`src/swg_pkg.sv`:
```
// Function
// - Status write is accepted only as the instruction right after an arming command; this design also accepts it later while the write latch is set.
// - Status write loads four block-protect bits and the protect-lock bit.
// - Status write is ignored when protect pin low and lock bit already set.
// - With protect pin low, lock bit may go 0 to 1 but never back.
// - With protect pin high, lock and all protect bits are freely writable.
// - Lock condition is judged at the chip-select rise ending the status write.
// - Opcode 9F returns an 8-bit maker code then a 16-bit device code.
// - Standard id bytes: maker code, memory type code, then capacity code.
// - A chip-select rise stops the standard id output at any point.
// - Legacy id uses opcode 90 or AB, then a 24-bit address, treated alike.
// - Legacy id returns maker code at address 0 and device code at address 1.
// - Legacy id output alternates maker and device bytes until chip select rises.
// - Write-enable also arms status write; its latch clears when status write ends.
package swg_pkg;
  localparam logic [7:0] OP_ARM_STATUS_WRITE = 8'h50;
  localparam logic [7:0] OP_STATUS_WRITE     = 8'h01;
  localparam logic [7:0] OP_WRITE_LATCH_SET  = 8'h06;
  localparam logic [7:0] OP_STD_ID           = 8'h9f;
  localparam logic [7:0] OP_LEGACY_ID_A      = 8'h90;
  localparam logic [7:0] OP_LEGACY_ID_B      = 8'hab;
  localparam int         ADDR_BITS           = 24;
  localparam int         BYTE_BITS           = 8;
  localparam int         STD_ID_BYTES        = 3;
  // Status field positions within the written data byte.
  localparam int         BP0_POS             = 2;
  localparam int         BPL_POS             = 7;
  localparam logic [3:0] BP_RESET            = 4'hf;
  localparam logic       BPL_RESET           = 1'b0;
  typedef enum logic [2:0] {
    SWG_OPCODE, SWG_WRDATA, SWG_STD_ID, SWG_LEG_ADDR, SWG_LEG_ID, SWG_IGNORE
  } swg_state_type;
endpackage : swg_pkg

```
`src/swg_guard_id.sv`:
```
module swg_guard_id
  import swg_pkg::*;
#(
  parameter logic [7:0] MAKER_CODE    = 8'h5a, // Arbitrary value.
  parameter logic [7:0] MEM_TYPE_CODE = 8'h3c, // Arbitrary value.
  parameter logic [7:0] CAPACITY_CODE = 8'h77  // Arbitrary value.
) (
  // System
  input  wire logic       clk,
  input  wire logic       resetn,
  // Serial pins
  input  wire logic       cs_n,
  input  wire logic       sck,
  input  wire logic       si,
  input  wire logic       wp_n,
  output logic            so,
  output logic            so_oe,
  // Status
  output logic [3:0]      block_protect_bits,
  output logic            protect_lock_bit,
  output logic            write_latch_bit,
  output logic            status_armed
);
  logic [1:0] cs_sync_reg, sck_sync_reg, si_sync_reg, wp_sync_reg;
  logic       cs_d_reg, sck_d_reg;
  swg_state_type state_reg;
  logic [7:0]  shift_reg;
  logic [4:0]  bit_cnt_reg;
  logic [7:0]  out_reg;
  logic [2:0]  out_bit_reg;
  logic [1:0]  byte_idx_reg;
  logic        leg_sel_reg;
  logic        wr_pending_reg;
  logic [7:0]  wr_data_reg;
  logic        first_out_reg;

  // Pins come from the host's domain, so each passes two flip-flops.
  always_ff @(posedge clk) begin
    if (!resetn) begin
      cs_sync_reg  <= 2'h3;
      sck_sync_reg <= 2'h0;
      si_sync_reg  <= 2'h0;
      wp_sync_reg  <= 2'h3;
      cs_d_reg     <= 1'b1;
      sck_d_reg    <= 1'b0;
    end else begin
      cs_sync_reg  <= {cs_sync_reg[0], cs_n};
      sck_sync_reg <= {sck_sync_reg[0], sck};
      si_sync_reg  <= {si_sync_reg[0], si};
      wp_sync_reg  <= {wp_sync_reg[0], wp_n};
      cs_d_reg     <= cs_sync_reg[1];
      sck_d_reg    <= sck_sync_reg[1];
    end
  end

  wire logic cs_low   = !cs_sync_reg[1];
  wire logic cs_rise  = cs_sync_reg[1] && !cs_d_reg;
  wire logic sck_rise = cs_low && sck_sync_reg[1] && !sck_d_reg;
  wire logic sck_fall = cs_low && !sck_sync_reg[1] && sck_d_reg;
  wire logic [7:0] in_byte = {shift_reg[6:0], si_sync_reg[1]};
  wire logic byte_done = sck_rise && (bit_cnt_reg[2:0] == 3'h7);

  function automatic logic [7:0] std_byte(input logic [1:0] idx);
    unique case (idx)
      2'h0:    std_byte = MAKER_CODE;
      2'h1:    std_byte = MEM_TYPE_CODE;
      default: std_byte = CAPACITY_CODE;
    endcase
  endfunction : std_byte

  // Command decoder; a chip-select rise ends any frame.
  always_ff @(posedge clk) begin
    if (!resetn) begin
      state_reg   <= SWG_OPCODE;
      shift_reg   <= 8'h00;
      bit_cnt_reg <= 5'h00;
      leg_sel_reg <= 1'b0;
    end else if (!cs_low) begin
      state_reg   <= SWG_OPCODE;
      bit_cnt_reg <= 5'h00;
    end else if (sck_rise) begin
      shift_reg   <= in_byte;
      bit_cnt_reg <= bit_cnt_reg + 5'h01;
      unique case (state_reg)
        SWG_OPCODE: if (byte_done) begin
          bit_cnt_reg <= 5'h00;
          if (in_byte == OP_STATUS_WRITE)
            state_reg <= SWG_WRDATA;
          else if (in_byte == OP_STD_ID)
            state_reg <= SWG_STD_ID;
          else if (in_byte == OP_LEGACY_ID_A || in_byte == OP_LEGACY_ID_B)
            state_reg <= SWG_LEG_ADDR;
          else
            state_reg <= SWG_IGNORE;
        end
        SWG_LEG_ADDR: if (bit_cnt_reg == 5'(ADDR_BITS - 1)) begin
          leg_sel_reg <= si_sync_reg[1];
          state_reg   <= SWG_LEG_ID;
        end
        SWG_WRDATA: if (byte_done) state_reg <= SWG_IGNORE;
        default: ;
      endcase
    end
  end

  // Status write capture; it only takes effect at the ending chip-select rise.
  always_ff @(posedge clk) begin
    if (!resetn) begin
      wr_pending_reg <= 1'b0;
      wr_data_reg    <= 8'h00;
    end else if (cs_rise) begin
      wr_pending_reg <= 1'b0;
    end else if (sck_rise && state_reg == SWG_WRDATA && byte_done) begin
      wr_pending_reg <= 1'b1;
      wr_data_reg    <= in_byte;
    end
  end

  // Arming, write latch and the protection bits, all resolved at frame end.
  logic [7:0] last_op_reg;
  logic       op_valid_reg;
  always_ff @(posedge clk) begin
    if (!resetn) begin
      last_op_reg  <= 8'h00;
      op_valid_reg <= 1'b0;
    end else if (cs_rise) begin
      op_valid_reg <= 1'b0;
    end else if (sck_rise && state_reg == SWG_OPCODE && byte_done) begin
      last_op_reg  <= in_byte;
      op_valid_reg <= 1'b1;
    end
  end

  wire logic locked = !wp_sync_reg[1] && protect_lock_bit;
  wire logic is_status_write_cmd = op_valid_reg && last_op_reg == OP_STATUS_WRITE;
  // Either arming path counts, but a locked register swallows the whole write.
  wire logic wr_allowed = is_status_write_cmd && wr_pending_reg
                          && (status_armed || write_latch_bit) && !locked;

  // Arming lasts exactly one instruction, so any other completed opcode drops it.
  always_ff @(posedge clk) begin
    if (!resetn) begin
      status_armed <= 1'b0;
    end else if (cs_rise && op_valid_reg) begin
      status_armed <= (last_op_reg == OP_ARM_STATUS_WRITE);
    end
  end

  // The write latch outlives other instructions; a status write always consumes it.
  always_ff @(posedge clk) begin
    if (!resetn) begin
      write_latch_bit <= 1'b0;
    end else if (cs_rise && op_valid_reg) begin
      if (is_status_write_cmd) begin
        write_latch_bit <= 1'b0;
      end else if (last_op_reg == OP_WRITE_LATCH_SET) begin
        write_latch_bit <= 1'b1;
      end
    end
  end

  // Protection bits move only at the frame end, never from a partial data byte.
  always_ff @(posedge clk) begin
    if (!resetn) begin
      block_protect_bits <= BP_RESET;
      protect_lock_bit   <= BPL_RESET;
    end else if (cs_rise && wr_allowed) begin
      block_protect_bits <= wr_data_reg[BP0_POS +: $bits(block_protect_bits)];
      // Pin low and lock clear: lock may only rise here.
      protect_lock_bit   <= wr_data_reg[BPL_POS];
    end
  end

  // Legacy readout begins on the addressed byte and then flips every byte.
  wire logic       out_active = cs_low && (state_reg == SWG_STD_ID || state_reg == SWG_LEG_ID);
  wire logic       leg_phase  = leg_sel_reg ^ !first_out_reg ^ byte_idx_reg[0];
  wire logic [7:0] next_byte  = (state_reg == SWG_STD_ID) ? std_byte(byte_idx_reg)
                                : (leg_phase ? CAPACITY_CODE : MAKER_CODE);

  // The enable only rises on a serial clock fall, so the pin never starts driving mid-bit.
  always_ff @(posedge clk) begin
    if (!resetn) begin
      so_oe <= 1'b0;
    end else if (!out_active) begin
      so_oe <= 1'b0;
    end else if (sck_fall) begin
      so_oe <= 1'b1;
    end
  end

  // Output shifter: loads a byte on the first fall after the command and on every eighth fall after it, shifts on the other falls.
  always_ff @(posedge clk) begin
    if (!resetn) begin
      out_reg       <= 8'h00;
      out_bit_reg   <= 3'h0;
      byte_idx_reg  <= 2'h0;
      first_out_reg <= 1'b1;
      so            <= 1'b0;
    end else if (!out_active) begin
      out_bit_reg   <= 3'h0;
      byte_idx_reg  <= 2'h0;
      first_out_reg <= 1'b1;
    end else if (sck_fall) begin
      if (out_bit_reg == 3'h0) begin
        so            <= next_byte[BYTE_BITS-1];
        out_reg       <= {next_byte[BYTE_BITS-2:0], 1'b0};
        first_out_reg <= 1'b0;
        if (state_reg == SWG_STD_ID) begin
          byte_idx_reg <= (byte_idx_reg == 2'(STD_ID_BYTES - 1)) ? 2'h0 : byte_idx_reg + 2'h1;
        end else begin
          byte_idx_reg <= {1'b0, !first_out_reg ^ byte_idx_reg[0]};
        end
      end else begin
        so      <= out_reg[BYTE_BITS-1];
        out_reg <= {out_reg[BYTE_BITS-2:0], 1'b0};
      end
      out_bit_reg <= out_bit_reg + 3'h1;
    end
  end
endmodule : swg_guard_id

```
`config.mk`:
```
export PLATFORM = sky130hd
export DESIGN_NAME = swg_guard_id
export DESIGN_NICKNAME = d
export VERILOG_FILES = /design/src/swg_pkg.sv /design/src/swg_guard_id.sv
export SDC_FILE = /design/constraint.sdc
export NUM_CORES = 1
export LEC_CHECK = 0
export BUFFER_PORTS_ARGS = -buffer_cell sky130_fd_sc_hd__buf_2
export CORE_ASPECT_RATIO = 0.6
export CORE_UTILIZATION = 35
export CTS_BUF_LIST = sky130_fd_sc_hd__clkbuf_4
export CTS_CLUSTER_DIAMETER = 80
export DETAILED_ROUTE_END_ITERATION = 8
export PLACE_DENSITY = 0.58
export SLEW_MARGIN = 30
export SYNTH_ARGS = -nofsm -noshare
export SYNTH_HDL_FRONTEND = slang
export SYNTH_SLANG_ARGS = --single-unit
```
`constraint.sdc`:
```
create_clock -name clk -period 2.7 [get_ports clk]
set_clock_uncertainty 0.1 [all_clocks]
set_input_delay 0.54 -clock clk [delete_from_list [all_inputs] [get_ports clk]]
set_output_delay 0.54 -clock clk [all_outputs]
set_load 0.02 [all_outputs]
```
Yosys cells after proc, flatten, opt, wreduce, memory -nomap -nowiden
Index checks and enable logic that the tools add are counted.
{ "totals": {"reg_bits": 67, "input_bits": 6, "output_inout_bits": 9} }
{ "op_classes": {"add_sub_neg": 3, "eq_ne": 18, "mux": 18, "bitwise_logic": 6, "n_reduce_logical": 44} }
{ "op_table": {"columns": ["op", "n"], "rows": [
  ["8-bit == test, second input constant", 3],
  ["1-bit logical AND", 18],
  ["3-bit two-way mux", 6],
  ["8-bit by 1-bit == test with 1-bit output, second input constant", 2],
  ["8-bit two-way mux", 2],
  ["7-bit one-hot mux with 2 select lines", 1],
  ["2-bit AND reduction", 7],
  ["5-bit two-way mux", 2],
  ["3-bit one-hot mux with 3 select lines", 1],
  ["8-bit by 3-bit == test with 1-bit output, second input constant", 1],
  ["8-bit by 7-bit == test with 1-bit output, second input constant", 1],
  ["1-bit zero test", 7],
  ["3-bit by 2-bit == test with 1-bit output, second input constant", 2],
  ["3-bit == test, second input constant", 2],
  ["3-bit zero test", 2],
  ["6-bit two-way mux", 1],
  ["2-bit inequality test, second input constant", 3],
  ["5-bit by 1-bit adder with 5-bit output, second input constant", 1],
  ["5-bit == test, second input constant", 1],
  ["5-bit AND reduction", 1],
  ["2-bit two-way mux", 2],
  ["4-bit AND reduction", 1],
  ["2-bit OR reduction", 2],
  ["3-bit by 1-bit adder with 3-bit output, second input constant", 1],
  ["11 further kinds", 19]
]} }

Depth between registers and ports, before layout
Gate-level depths: netlist (run 1).
{ "depth": {"depth_word": 7, "depth_mapped": 8, "depth_no_buf": 6} }

Worst setup path after synthesis (run 1)
Ideal clock, no wire load.
{ "synth_timing": {"kind": "register to register", "from": "register bit_cnt_reg[0]", "to": "register last_op_reg[5]", "setup_time_ns": 0.128, "arrival_ns": 1.470, "t_required_ns": 2.472, "path_slack_ns": 1.003, "path_stages_with_launch": 9, "n_path_buf": 2, "path_cell_list": "dfxtp_1 > ha_1 > ha_1 > nor2b_1 > and3b_1 > buf_2 > buf_6 > mux2i_1 > nor2_1"} }
{ "synth_via": {"elab_chain_len": 4} }
{ "synth_rtl": {"columns": ["element", "line", "text"], "rows": [
  ["start: declaration", "swg_guard_id.sv:28", "logic [4:0] bit_cnt_reg;"],
  ["start signal: assignment", "swg_guard_id.sv:83", "bit_cnt_reg <= bit_cnt_reg + 5'h01;"],
  ["3-bit == test", "swg_guard_id.sv:61", "wire logic byte_done = sck_rise && (bit_cnt_reg[2:0] == 3'h7);"],
  ["1-bit logical AND", "swg_guard_id.sv:61", null],
  ["1-bit logical AND", "swg_guard_id.sv:128", "end else if (sck_rise && state_reg == SWG_OPCODE && byte_done) begin"],
  ["2-bit AND reduction (no source line)", null, null],
  ["end signal: assignment", "swg_guard_id.sv:129", "last_op_reg <= in_byte;"],
  ["end: declaration", "swg_guard_id.sv:120", "logic [7:0] last_op_reg;"]
]} }
Every way passes these cells.
A chain may end at the register's enable or synchronous reset.

Final worst setup path (run 1)
{ "layout_timing": {"from": "register bit_cnt_reg[0]", "to": "register last_op_reg[6]"} }
The elaborated chain is that of the path after synthesis.

==> summary.log, run 1 <==
INFO  worst_setup_path worst_path_buffer_plus_inverter_count=0
INFO  placed_design  dp_hpwl=3750um
INFO  synthesis      synth_simple_gate_area_share=25.9%
INFO  worst_setup_path critical_path_arrival=2290ps
INFO  pwr            cellPowerDensity=575mW/mm^2
INFO  placed_design  placement.io_buffers=14
INFO  placed_design  placed_cells_incl_taps=394
INFO  hold_path      timing.hold.worst.class=in -> reg
INFO  clocking       cts_num_sinks=63
INFO  detailed_routing drt-wirelength-per-cell=13.0um
INFO  finish         final_cells=410
INFO  pwr            ir_worst_vdd=345uV
INFO  worst_setup_path crit_path_frequent_cell=sky130_fd_sc_hd__ha_1
INFO  worst_setup_path reg2reg_from=bit_cnt_reg[0]$_SDFFE_PP0N_
INFO  finish         largest_reg_flops=8
INFO  placed_design  gp_routability_congestion=0.764
INFO  finish         proportion_of_layout_cells_with_a_drive_suffix_above_1=12.4%
INFO  clocking       post_cts_buffers=0
INFO  finish         finish.utilization=40.6%
INFO  synthesis      synth.top_cells.by_area=sky130_fd_sc_hd__dfxtp_1, sky130_fd_sc_hd__mux2i_1, sky130_fd_sc_hd__nor2_1, sky130_fd_sc_hd__nand2_1, sky130_fd_sc_hd__a21oi_1
INFO  sta            report.final.hold_viol_count=0
INFO  pwr            power=1.70mW
INFO  sta            finalHoldWorstSlack=203ps
INFO  synthesis      synthesis.area=0.00263mm^2
INFO  floorplanning  rows=24
INFO  worst_setup_path cp_slowest_cell=sky130_fd_sc_hd__and3b_1
INFO  finish         stdcell_area=0.00295mm^2
INFO  detailed_routing post_drt_via_cell_ratio=4.88
INFO  synthesis      leading_area_contributor_after_synthesis=sky130_fd_sc_hd__dfxtp_1
INFO  synthesis      async_reset_ff_share=0%
INFO  synthesis      synth.cells.most_frequent=sky130_fd_sc_hd__dfxtp_1, sky130_fd_sc_hd__nor2_1, sky130_fd_sc_hd__nand2_1, sky130_fd_sc_hd__a21oi_1, sky130_fd_sc_hd__mux2i_1
INFO  finish         area_delta_synth_final=12.1%
INFO  worst_setup_path path_max_fanout=13
INFO  worst_setup_path cp.required=2880ps
INFO  clocking       worst_setup_hold_path_clk_slew=100ps
INFO  clocking       clkLatencyLatePin=410ps
INFO  clocking       cts_max_path_buffers=2
INFO  grt            number_of_global_route_vias_before_repair=1,816
INFO  grt            gr_overflow_total=0
INFO  sta            grt_setup_unrepaired=no
INFO  worst_setup_path worstRegToRegCells=6
INFO  grt            grt_usage=15.4%
INFO  synthesis      synth_adder_area_share=1.90%
INFO  sta            tightestPinTransition=861ps
INFO  floorplanning  floorplan.die.height=69.2um
INFO  synthesis      ys_seq_area_share=47.9%
INFO  status         outcome=completed
INFO  synthesis      yosys_most_used_dff=sky130_fd_sc_hd__dfxtp_1
INFO  worst_setup_path cp-start-kind=flop
INFO  clocking       cts_repair_resize_count=0
INFO  detailed_routing drt_drc_violations_left=0
INFO  pwr            p_int=1.33mW
INFO  floorplanning  io_pins=15
INFO  synthesis      post_synth_inst_count=286
INFO  clocking       htree_levels=3
INFO  synthesis      post_synth_num_cell_types=47
INFO  synthesis      muxShareOfSynthArea=6.51%
INFO  finish         final_nets=311
INFO  synthesis      largest_family_of_logic_cells_by_synthesized_area=simple AND/OR/NAND/NOR gates
INFO  pwr            power.leakage=1.08nW
INFO  job            max_cap_violations=0
INFO  synthesis      synth_fp_nets=296
INFO  sta            report.final.setup_viol=0
INFO  sta            layout_worst_path_cycle_share=78.0%
INFO  clocking       root_buffer=sky130_fd_sc_hd__clkbuf_4
INFO  detailed_routing vias=1,999
INFO  sta            period_needed=2110ps
INFO  sta            timing_max_transition_violations_final=0
INFO  synthesis      yosysMostFrequentCell=sky130_fd_sc_hd__dfxtp_1
INFO  worst_setup_path cp_cell_sequence=ha_1 -> ha_1 -> nor2b_1 -> and3b_1 -> mux2i_1 -> nor2_1
INFO  sta            timing.slew.headroom=42.2%
INFO  pwr            pwr-share-clk=43.0%
INFO  grt            grt_pass1_wl=9250um
INFO  synthesis      yosys.area_share.xor_xnor=3.23%
INFO  synthesis      synth.ff_latch_count=63
INFO  synthesis      number_of_enable_flip_flop_cells_after_synthesis=0
INFO  worst_setup_path setup.worst_path.end_class=flop
INFO  pwr            power_switching=369uW
INFO  grt            grt_start_max_net_pins=30
INFO  worst_setup_path maximum_cell_stage_delay_along_the_critical_path=610ps
INFO  floorplanning  die_width=114um
INFO  detailed_routing detailedRoute.firstPassIterationCount=5
INFO  detailed_routing route.antenna.remaining_nets=0
INFO  pwr            comb_power_share=1.5%
INFO  clocking       total_clock_buffers_created_by_cts=9
INFO  synthesis      share_of_the_synthesized_area_in_the_top_cell_type=47.9%
INFO  floorplanning  die_area=0.00788mm^2
INFO  finish         antenna_cells=0
INFO  pwr            power_switching_share=21.7%
INFO  synthesis      synth_area_per_cell=9.20um^2
INFO  worst_setup_path setup.worst_path.class=reg -> reg
INFO  grt            antenna_violations_before_repair=0
INFO  worst_setup_path r2r_endpoint=last_op_reg[6]$_SDFFE_PN0P_
INFO  floorplanning  core_area=0.00727mm^2
INFO  synthesis      synth-compound-area-share=10.8%
INFO  detailed_routing drt_iter0_drc=133
INFO  worst_setup_path reg2reg_setup_slack=590ps
INFO  placed_design  dpl-instance-area=0.00279mm^2
INFO  hold_path      min_delay_path_depth=2
INFO  hold_path      hold_start=cs_n
INFO  clocking       cts_hold_repair.buffers=0
INFO  pwr            power.share.sequential=55.5%
INFO  clocking       cts_tree=yes
INFO  placed_design  worst_case_setup_slack_after_placement=635ps
INFO  worst_setup_path path_delay_family=simple AND/OR/NAND/NOR gates
INFO  hold_path      min_delay_worst_endpoint=cs_sync_reg[0]$_SDFF_PN1_
INFO  sta            fin_setup_tns=0ps
INFO  detailed_routing routed_wirelength=5320um
INFO  floorplanning  initial_utilization=36.2%
INFO  sta            worst_slack=593ps
INFO  synthesis      ys_warn_count=0
INFO  sta            fmaxAchievable=475MHz
==> power by group through the flow <==
stage | Combinational (mW) | Clock (mW) | Sequential (mW)
after detailed placement | 0.0266 | 0 | 0.962
after CTS | 0.0265 | 0.752 | 0.941
final | 0.0262 | 0.729 | 0.940
after global routing | 0.0293 | 0.788 | 0.942
after global placement | 0.0263 | 0 | 0.962
after floorplan | 0.0174 | 0 | 0.960
==> kinds of logic after synthesis <==
| group | count (synthesis) |
|---|---|
| muxes | 17 |
| buffers and inverters | 22 |
| AOI/OAI and AO/OA | 47 |
| xor gates and xnor gates | 8 |
| and+or+nand+nor | 125 |
| DFF | 63 |
| adders and majority gates | 4 |
==> routing by layer <==
layer / routed length, um / vias up / GRT usage (%)
met1: 3080 / 924 / 24.3
li1: - / 1029 / -
met5: 0 / - / 0
met3: 298 / 6 / 5.77
met4: 64 / 0 / 5.19
met2: 1870 / 40 / 18.2
==> layout by cell type (no fill, tap or decap), types with 5 or more instances in the layout <==
| cell type | instances |
|---|---|
| sky130_fd_sc_hd__and2_1 | 8 |
| sky130_fd_sc_hd__nand4_1 | 5 |
| sky130_fd_sc_hd__buf_2 | 14 |
| sky130_fd_sc_hd__nand2b_1 | 10 |
| sky130_fd_sc_hd__o21ai_0 | 8 |
| sky130_fd_sc_hd__mux2i_1 | 16 |
| sky130_fd_sc_hd__clkbuf_4 | 10 |
| sky130_fd_sc_hd__inv_1 | 8 |
| sky130_fd_sc_hd__a21oi_1 | 19 |
| sky130_fd_sc_hd__dfxtp_1 | 63 |
| sky130_fd_sc_hd__nand2_1 | 27 |
| sky130_fd_sc_hd__nor2_1 | 34 |
| sky130_fd_sc_hd__nand3_1 | 14 |
==> how the worst max path moves through the flow <==
| stage | start | end | cells past startpoint |
|---|---|---|---|
| after detailed placement | resetn | first_out_reg$_SDFFE_PN1P_ | 4 |
| after global placement | resetn | first_out_reg$_SDFFE_PN1P_ | 4 |
| after global routing | bit_cnt_reg[0]$_SDFFE_PP0N_ | last_op_reg[5]$_SDFFE_PN0P_ | 6 |
| final | bit_cnt_reg[0]$_SDFFE_PP0N_ | last_op_reg[6]$_SDFFE_PN0P_ | 6 |
| after floorplan | bit_cnt_reg[0]$_SDFFE_PP0N_ | last_op_reg[5]$_SDFFE_PN0P_ | 8 |
| after CTS | bit_cnt_reg[0]$_SDFFE_PP0N_ | last_op_reg[6]$_SDFFE_PN0P_ | 6 |
==> worst register-to-register path: cells and delay by family, from the launching register on <==
| kind | cells | cell delay [ps] |
|---|---|---|
| DFF | 1 | 390 |
| and+or+nand+nor | 3 | 890 |
| adders and majority gates | 2 | 360 |
| muxes | 1 | 250 |
==> area by class of cell <==
| type | instances | area, um^2 |
|---|---|---|
| Timing Repair Buffer | 17 | 92.6 |
| Clock inverter | 6 | 83.8 |
| Tap cell | 104 | 130 |
| Clock buffer | 10 | 75.1 |
| Inverter | 9 | 33.8 |
| Sequential cell | 63 | 1260 |
| Fill cell | 779 | 4320 |
| Multi-Input combinational cell | 201 | 1270 |
Power figures use the tool's default switching activity.
==> run 2, diff against run 1 <==
Settings changed: PLACE_DENSITY 0.58 to 0.59.
Clock period 2.7 ns to 1.75 ns, I/O delays scaled along.
==> summary.log, run 2 (same netlist as run 1, synthesis figures left out) <==
INFO  status         outcome=completed
INFO  grt            number_of_global_route_vias_before_repair=1,894
INFO  detailed_routing met2WireLength=2100um
INFO  placed_design  dp_hpwl=3930um
INFO  worst_setup_path reg2reg_from=bit_cnt_reg[1]$_SDFFE_PP0N_
INFO  pwr            ir_worst_vdd=748uV
INFO  clocking       clkLatencyLatePin=430ps
INFO  placed_design  dpl-instance-area=0.00297mm^2
INFO  sta            tightestPinTransition=427ps
INFO  sta            report.final.hold_viol_count=0
INFO  finish         final_nets=338
INFO  sta            finalHoldWorstSlack=194ps
INFO  finish         area_delta_synth_final=22.3%
INFO  grt            grt_pass1_wl=9340um
INFO  detailed_routing routed_length_on_met1=3260um
INFO  worst_setup_path setup.worst_path.end_class=flop
INFO  placed_design  placement.io_buffers=14
INFO  detailed_routing vias=2,105
INFO  sta            grt_setup_unrepaired=yes
INFO  detailed_routing detailedRoute.firstPassIterationCount=4
INFO  sta            layout_worst_path_cycle_share=97.2%
INFO  clocking       total_clock_buffers_created_by_cts=9
INFO  finish         fillCellCount=728
INFO  sta            timing_max_transition_violations_final=0
INFO  sta            period_needed=1700ps
INFO  worst_setup_path setup.worst_path.class=reg -> reg
INFO  hold_path      hold_start=resetn
INFO  clocking       root_buffer=sky130_fd_sc_hd__clkbuf_4
INFO  clocking       cts_tree=yes
INFO  detailed_routing drt_iter0_drc=108
INFO  floorplanning  die_area=0.00788mm^2
INFO  detailed_routing drt-wirelength-per-cell=13.0um
INFO  job            max_cap_violations=0
INFO  clocking       worst_setup_hold_path_clk_slew=120ps
INFO  detailed_routing routed_wirelength=5680um
INFO  detailed_routing post_drt_via_cell_ratio=4.82
INFO  finish         largest_reg_flops=8
INFO  detailed_routing route.antenna.remaining_nets=0
INFO  grt            antenna_violations_before_repair=0
INFO  worst_setup_path worst_path_buffer_plus_inverter_count=1
INFO  finish         proportion_of_layout_cells_with_a_drive_suffix_above_1=21.0%
INFO  grt            grt_usage=16.0%
INFO  worst_setup_path cp_slowest_cell=sky130_fd_sc_hd__dfxtp_2
INFO  detailed_routing routed-wl-met3=266um
INFO  worst_setup_path maximum_cell_stage_delay_along_the_critical_path=350ps
INFO  pwr            power.leakage=1.22nW
INFO  hold_path      timing.hold.worst.class=in -> reg
INFO  floorplanning  core_area=0.00727mm^2
INFO  floorplanning  die_width=114um
INFO  finish         finish.utilization=44.3%
INFO  finish         layout.cells.most_common=sky130_fd_sc_hd__dfxtp_1
INFO  sta            timing.slew.headroom=71.3%
INFO  grt            gr_overflow_total=0
INFO  floorplanning  io_pins=15
INFO  finish         mostFrequentLayoutCells=sky130_fd_sc_hd__dfxtp_1, sky130_fd_sc_hd__nor2_1, sky130_fd_sc_hd__nand2_1, sky130_fd_sc_hd__buf_4, sky130_fd_sc_hd__a21oi_1
INFO  worst_setup_path startpoint=bit_cnt_reg[1]$_SDFFE_PP0N_
INFO  finish         stdcell_area=0.00322mm^2
INFO  pwr            cellPowerDensity=825mW/mm^2
INFO  clocking       cts_max_path_buffers=2
INFO  clocking       htree_levels=3
INFO  worst_setup_path cp.required=2010ps
INFO  detailed_routing dr.max_layer_used=met4
INFO  floorplanning  rows=24
INFO  worst_setup_path cp-start-kind=flop
INFO  floorplanning  floorplan.die.height=69.2um
INFO  finish         antenna_cells=0
INFO  clocking       cts_num_sinks=63
INFO  grt            grt_start_max_net_pins=30
INFO  sta            report.final.setup_viol=0
INFO  worst_setup_path critical_path_arrival=1970ps
INFO  worst_setup_path path_max_fanout=10
INFO  floorplanning  initial_utilization=36.2%
INFO  worst_setup_path path_delay_family=simple AND/OR/NAND/NOR gates
INFO  sta            fmaxAchievable=588MHz
INFO  worst_setup_path cp_cell_sequence=ha_4 -> ha_1 -> nor2b_1 -> and3b_2 -> buf_12 -> or2_4 -> a21oi_2
INFO  placed_design  gp_routability_congestion=0.757
INFO  detailed_routing drt_drc_violations_left=0
-- run 2: cell count changes in the layout (fill, tap and decap cells not counted), moves of 2 or more --
cell                            delta
sky130_fd_sc_hd__clkinvlp_4        +2
sky130_fd_sc_hd__buf_4            +20
sky130_fd_sc_hd__dfxtp_1           -3
sky130_fd_sc_hd__dfxtp_2           +3
sky130_fd_sc_hd__clkinv_1          -3
sky130_fd_sc_hd__dlygate4sd3_1     +4
sky130_fd_sc_hd__buf_12            +2
-- run 2: layout make-up --
| class | count | area (um^2) | share of cell area (%) |
|---|---|---|---|
| clock buffers | 9 | 67.6 | 2.10 |
| repair buffers | 44 | 334 | 10.4 |
| multi-input cells | 201 | 1290 | 40.2 |
| well taps | 104 | 130 | 4.04 |
| inverters | 9 | 33.8 | 1.05 |
| clock inverters | 7 | 96.3 | 2.99 |
| flip-flops and latches | 63 | 1260 | 39.3 |
-- run 2: final timing paths --
| path | end | slack, ps | cells after the start |
|---|---|---|---|
| max | bit_cnt_reg[2]$_SDFFE_PP0N_ | 50 | 7 |
| min | cs_d_reg$_SDFF_PN1_ | 190 | 3 |
| max reg2reg | bit_cnt_reg[2]$_SDFFE_PP0N_ | 50 | 7 |
| min reg2reg | cs_sync_reg[1]$_SDFF_PN1_ | 320 | 1 |
-- run 2: what timing repair did --
item                                   in CTS  in global routing
setup endpoints to repair                   4                 11
gates resized for setup                     5                  4
buffers inserted                            1                  1
pin swaps                                   0                  3
hold buffers                                4                  0
endpoints found under the hold margin       4                  0
-- run 2: power by group --
group / switching [mW] / internal, mW / leakage, nW
clock: 0.565 / 0.580 / 0.0786
sequential: 0.00446 / 1.44 / 0.511
combinational: 0.0341 / 0.0308 / 0.632
total: 0.604 / 2.05 / 1.22
-- run 2: per-layer routing --
metal / GRT usage [%] / vias up
li1: - / 1084
met1: 25.0 / 982
met2: 18.2 / 33
met3: 7.60 / 6
met4: 4.91 / 0
met5: 0 / -
-- run 2: stage by stage --
stage | total power, mW | std cells | setup TNS (ps) | setup WS [ps]
finish | 2.66 | 437 | 0 | 48.1
global route | 2.76 | 437 | -17.3 | -17.3
CTS | 2.69 | 436 | 0 | 0.0517
detailed placement | 1.54 | 415 | -88.1 | -62.7
global placement | 1.54 | 415 | -1.59 | -1.59
floorplan | 1.51 | 286 | 0 | 52.7
-- run 2: worst register-to-register path, cell delays in order, from the launching register on --
cell and delay (ps):
sky130_fd_sc_hd__dfxtp_2 350, sky130_fd_sc_hd__ha_4 170, sky130_fd_sc_hd__ha_1 170, sky130_fd_sc_hd__nor2b_1 130, sky130_fd_sc_hd__and3b_2 220, sky130_fd_sc_hd__buf_12 150
sky130_fd_sc_hd__or2_4 250, sky130_fd_sc_hd__a21oi_2 100
==> run 3, diff against run 2 <==
Settings changed: CTS_BUF_LIST sky130_fd_sc_hd__clkbuf_4 to not set.
==> summary.log, run 3 (same netlist as run 1, synthesis figures left out) <==
INFO  sta            layout_worst_path_cycle_share=98.1%
INFO  placed_design  dp_hpwl=3930um
INFO  sta            tightestPinTransition=433ps
INFO  sta            timing.slew.headroom=70.9%
INFO  worst_setup_path cp_slowest_cell=sky130_fd_sc_hd__dfxtp_4
INFO  detailed_routing drt-wirelength-per-cell=13.2um
INFO  pwr            power.leakage=1.28nW
INFO  clocking       total_clock_buffers_created_by_cts=9
INFO  clocking       htree_levels=3
INFO  worst_setup_path critical_path_arrival=1870ps
INFO  placed_design  worst_case_setup_slack_after_placement=-62.7ps
INFO  clocking       worst_setup_hold_path_clk_slew=50ps
INFO  worst_setup_path maximum_cell_stage_delay_along_the_critical_path=350ps
INFO  grt            grt_usage=16.1%
INFO  worst_setup_path path_delay_family=simple AND/OR/NAND/NOR gates
INFO  floorplanning  initial_utilization=36.2%
INFO  detailed_routing drt_drc_violations_left=0
INFO  grt            gr_overflow_total=0
INFO  sta            report.final.setup_viol=0
INFO  sta            fmaxAchievable=583MHz
INFO  finish         layout.cells.most_common=sky130_fd_sc_hd__dfxtp_1
INFO  detailed_routing detailedRoute.firstPassIterationCount=4
INFO  worst_setup_path worstRegToRegCells=7
INFO  finish         final_nets=335
INFO  sta            worst_slack=33.5ps
INFO  floorplanning  floorplan.die.height=69.2um
INFO  clocking       cts_num_sinks=63
INFO  finish         area_delta_synth_final=28.4%
INFO  sta            finalHoldWorstSlack=97.2ps
INFO  hold_path      min_delay_worst_endpoint=wp_sync_reg[0]$_SDFF_PN1_
INFO  clocking       root_buffer=sky130_fd_sc_hd__clkbuf_16
INFO  finish         mostFrequentLayoutCells=sky130_fd_sc_hd__dfxtp_1, sky130_fd_sc_hd__nor2_1, sky130_fd_sc_hd__nand2_1, sky130_fd_sc_hd__buf_4, sky130_fd_sc_hd__a21oi_1
INFO  floorplanning  die_width=114um
INFO  sta            grt_setup_unrepaired=yes
INFO  job            max_cap_violations=0
INFO  pwr            ir_worst_vdd=752uV
INFO  floorplanning  die_area=0.00788mm^2
INFO  grt            grt_pass1_wl=9400um
INFO  grt            number_of_global_route_vias_before_repair=1,864
INFO  detailed_routing vias=2,112
INFO  finish         largest_reg_flops=8
INFO  floorplanning  rows=24
INFO  detailed_routing route.antenna.remaining_nets=0
INFO  detailed_routing post_drt_via_cell_ratio=4.87
INFO  worst_setup_path cp-start-kind=flop
INFO  finish         fillCellCount=705
INFO  clocking       clkLatencyLatePin=330ps
INFO  clocking       cts_tree=yes
INFO  worst_setup_path path_max_fanout=5
INFO  finish         proportion_of_layout_cells_with_a_drive_suffix_above_1=21.8%
INFO  placed_design  gp_routability_congestion=0.757
INFO  hold_path      timing.hold.worst.class=in -> reg
INFO  worst_setup_path cp_cell_sequence=ha_4 -> ha_4 -> nor2b_4 -> and3b_2 -> buf_12 -> or2_4 -> nor2_1
INFO  finish         antenna_cells=0
INFO  pwr            cellPowerDensity=1000mW/mm^2
INFO  worst_setup_path worst_path_buffer_plus_inverter_count=1
INFO  worst_setup_path reg2reg_setup_slack=30ps
INFO  worst_setup_path crit_path_frequent_cell=sky130_fd_sc_hd__ha_4
INFO  hold_path      min_delay_path_depth=2
INFO  sta            timing_max_transition_violations_final=0
INFO  grt            grt_start_max_net_pins=30
INFO  floorplanning  io_pins=15
INFO  hold_path      hold_start=wp_n
INFO  detailed_routing routed_wirelength=5750um
INFO  worst_setup_path reg2reg_from=bit_cnt_reg[0]$_SDFFE_PP0N_
INFO  clocking       cts_max_path_buffers=2
INFO  worst_setup_path setup.worst_path.end_class=flop
INFO  worst_setup_path r2r_endpoint=bit_cnt_reg[0]$_SDFFE_PP0N_
INFO  worst_setup_path setup.worst_path.class=reg -> reg
INFO  placed_design  placement.io_buffers=14
INFO  sta            period_needed=1720ps
INFO  grt            antenna_violations_before_repair=0
INFO  sta            report.final.hold_viol_count=0
INFO  detailed_routing drt_iter0_drc=109
INFO  worst_setup_path cp.required=1910ps
INFO  status         outcome=completed
INFO  clocking       cts_hold_repair.buffers=0
INFO  floorplanning  core_area=0.00727mm^2
[run 3: cell types whose count changed in the layout (fill, tap and decap cells not counted), moves of 2 or more]
| cell | before | now |
|---|---|---|
| sky130_fd_sc_hd__clkbuf_4 | 9 | 0 |
| sky130_fd_sc_hd__clkbuf_16 | 0 | 10 |
| sky130_fd_sc_hd__dlygate4sd3_1 | 4 | 0 |
| sky130_fd_sc_hd__dfxtp_2 | 3 | 1 |
[run 3: worst max-delay path by stage]
| stage | from | end | slack [ps] | cells past startpoint |
|---|---|---|---|---|
| 2_1_floorplan | bit_cnt_reg[0]$_SDFFE_PP0N_ | last_op_reg[5]$_SDFFE_PN0P_ | 50 | 8 |
| 3_3_place_gp | bit_cnt_reg[0]$_SDFFE_PP0N_ | bit_cnt_reg[2]$_SDFFE_PP0N_ | -2 | 7 |
| 3_5_place_dp | bit_cnt_reg[0]$_SDFFE_PP0N_ | bit_cnt_reg[2]$_SDFFE_PP0N_ | -60 | 7 |
| 4_1_cts | bit_cnt_reg[0]$_SDFFE_PP0N_ | bit_cnt_reg[2]$_SDFFE_PP0N_ | 20 | 7 |
| 5_1_grt | bit_cnt_reg[0]$_SDFFE_PP0N_ | bit_cnt_reg[2]$_SDFFE_PP0N_ | -20 | 7 |
| 6_report | bit_cnt_reg[0]$_SDFFE_PP0N_ | bit_cnt_reg[0]$_SDFFE_PP0N_ | 30 | 7 |
[run 3: layout make-up]
type	count	area, um^2	share of cell area [%]
inverters	9	33.8	0.999
flip-flops and latches	63	1270	37.5
multi-input cells	201	1310	38.9
well taps	104	130	3.85
repair buffers	41	315	9.33
clock inverters	7	96.3	2.85
clock buffers	9	225	6.66
[run 3: worst register-to-register path, cell delays in order, from the launching register on]
cell and delay [ps]:
sky130_fd_sc_hd__dfxtp_4 350, sky130_fd_sc_hd__ha_4 170, sky130_fd_sc_hd__ha_4 150, sky130_fd_sc_hd__nor2b_4 110, sky130_fd_sc_hd__and3b_2 250, sky130_fd_sc_hd__buf_12 150
sky130_fd_sc_hd__or2_4 260, sky130_fd_sc_hd__nor2_1 100
[run 3: timing repair]
item	in CTS	in global routing
gates cloned	0	1
buffers inserted	0	2
setup endpoints to repair	4	18
resized for setup	5	7
pin swaps	0	4
[run 3: per-stage QoR]
stage	instances	total power, mW	utilization (%)	TNS (ps)	instance area (um^2)
6_report	434	3.39	46.5	0	3380
5_1_grt	434	3.52	46.5	-41.3	3380
4_1_cts	431	3.44	45.5	0	3310
3_5_place_dp	415	1.54	40.9	-88.1	2970
3_3_place_gp	415	1.54	40.9	-1.59	2970
2_1_floorplan	286	1.51	-	0	2630
[run 3: per-layer routing]
metal  vias to the layer above  wire length (um)  track usage [%]  share of wire (%)
li1                       1079                 -                -                  -
met1                       978              3200             25.2                 56
met2                        49              2110             18.7                 37
met3                         6               381             7.60                6.6
met4                         0                53             4.47               0.92
met5                         -                 0                0                  0
[run 3: power breakdown]
| part | switching [mW] | total, mW | internal [mW] |
|---|---|---|---|
| clock network | 0.641 | 1.89 | 1.25 |
| logic | 0.0328 | 0.0576 | 0.0247 |
| registers | 0.00444 | 1.45 | 1.44 |
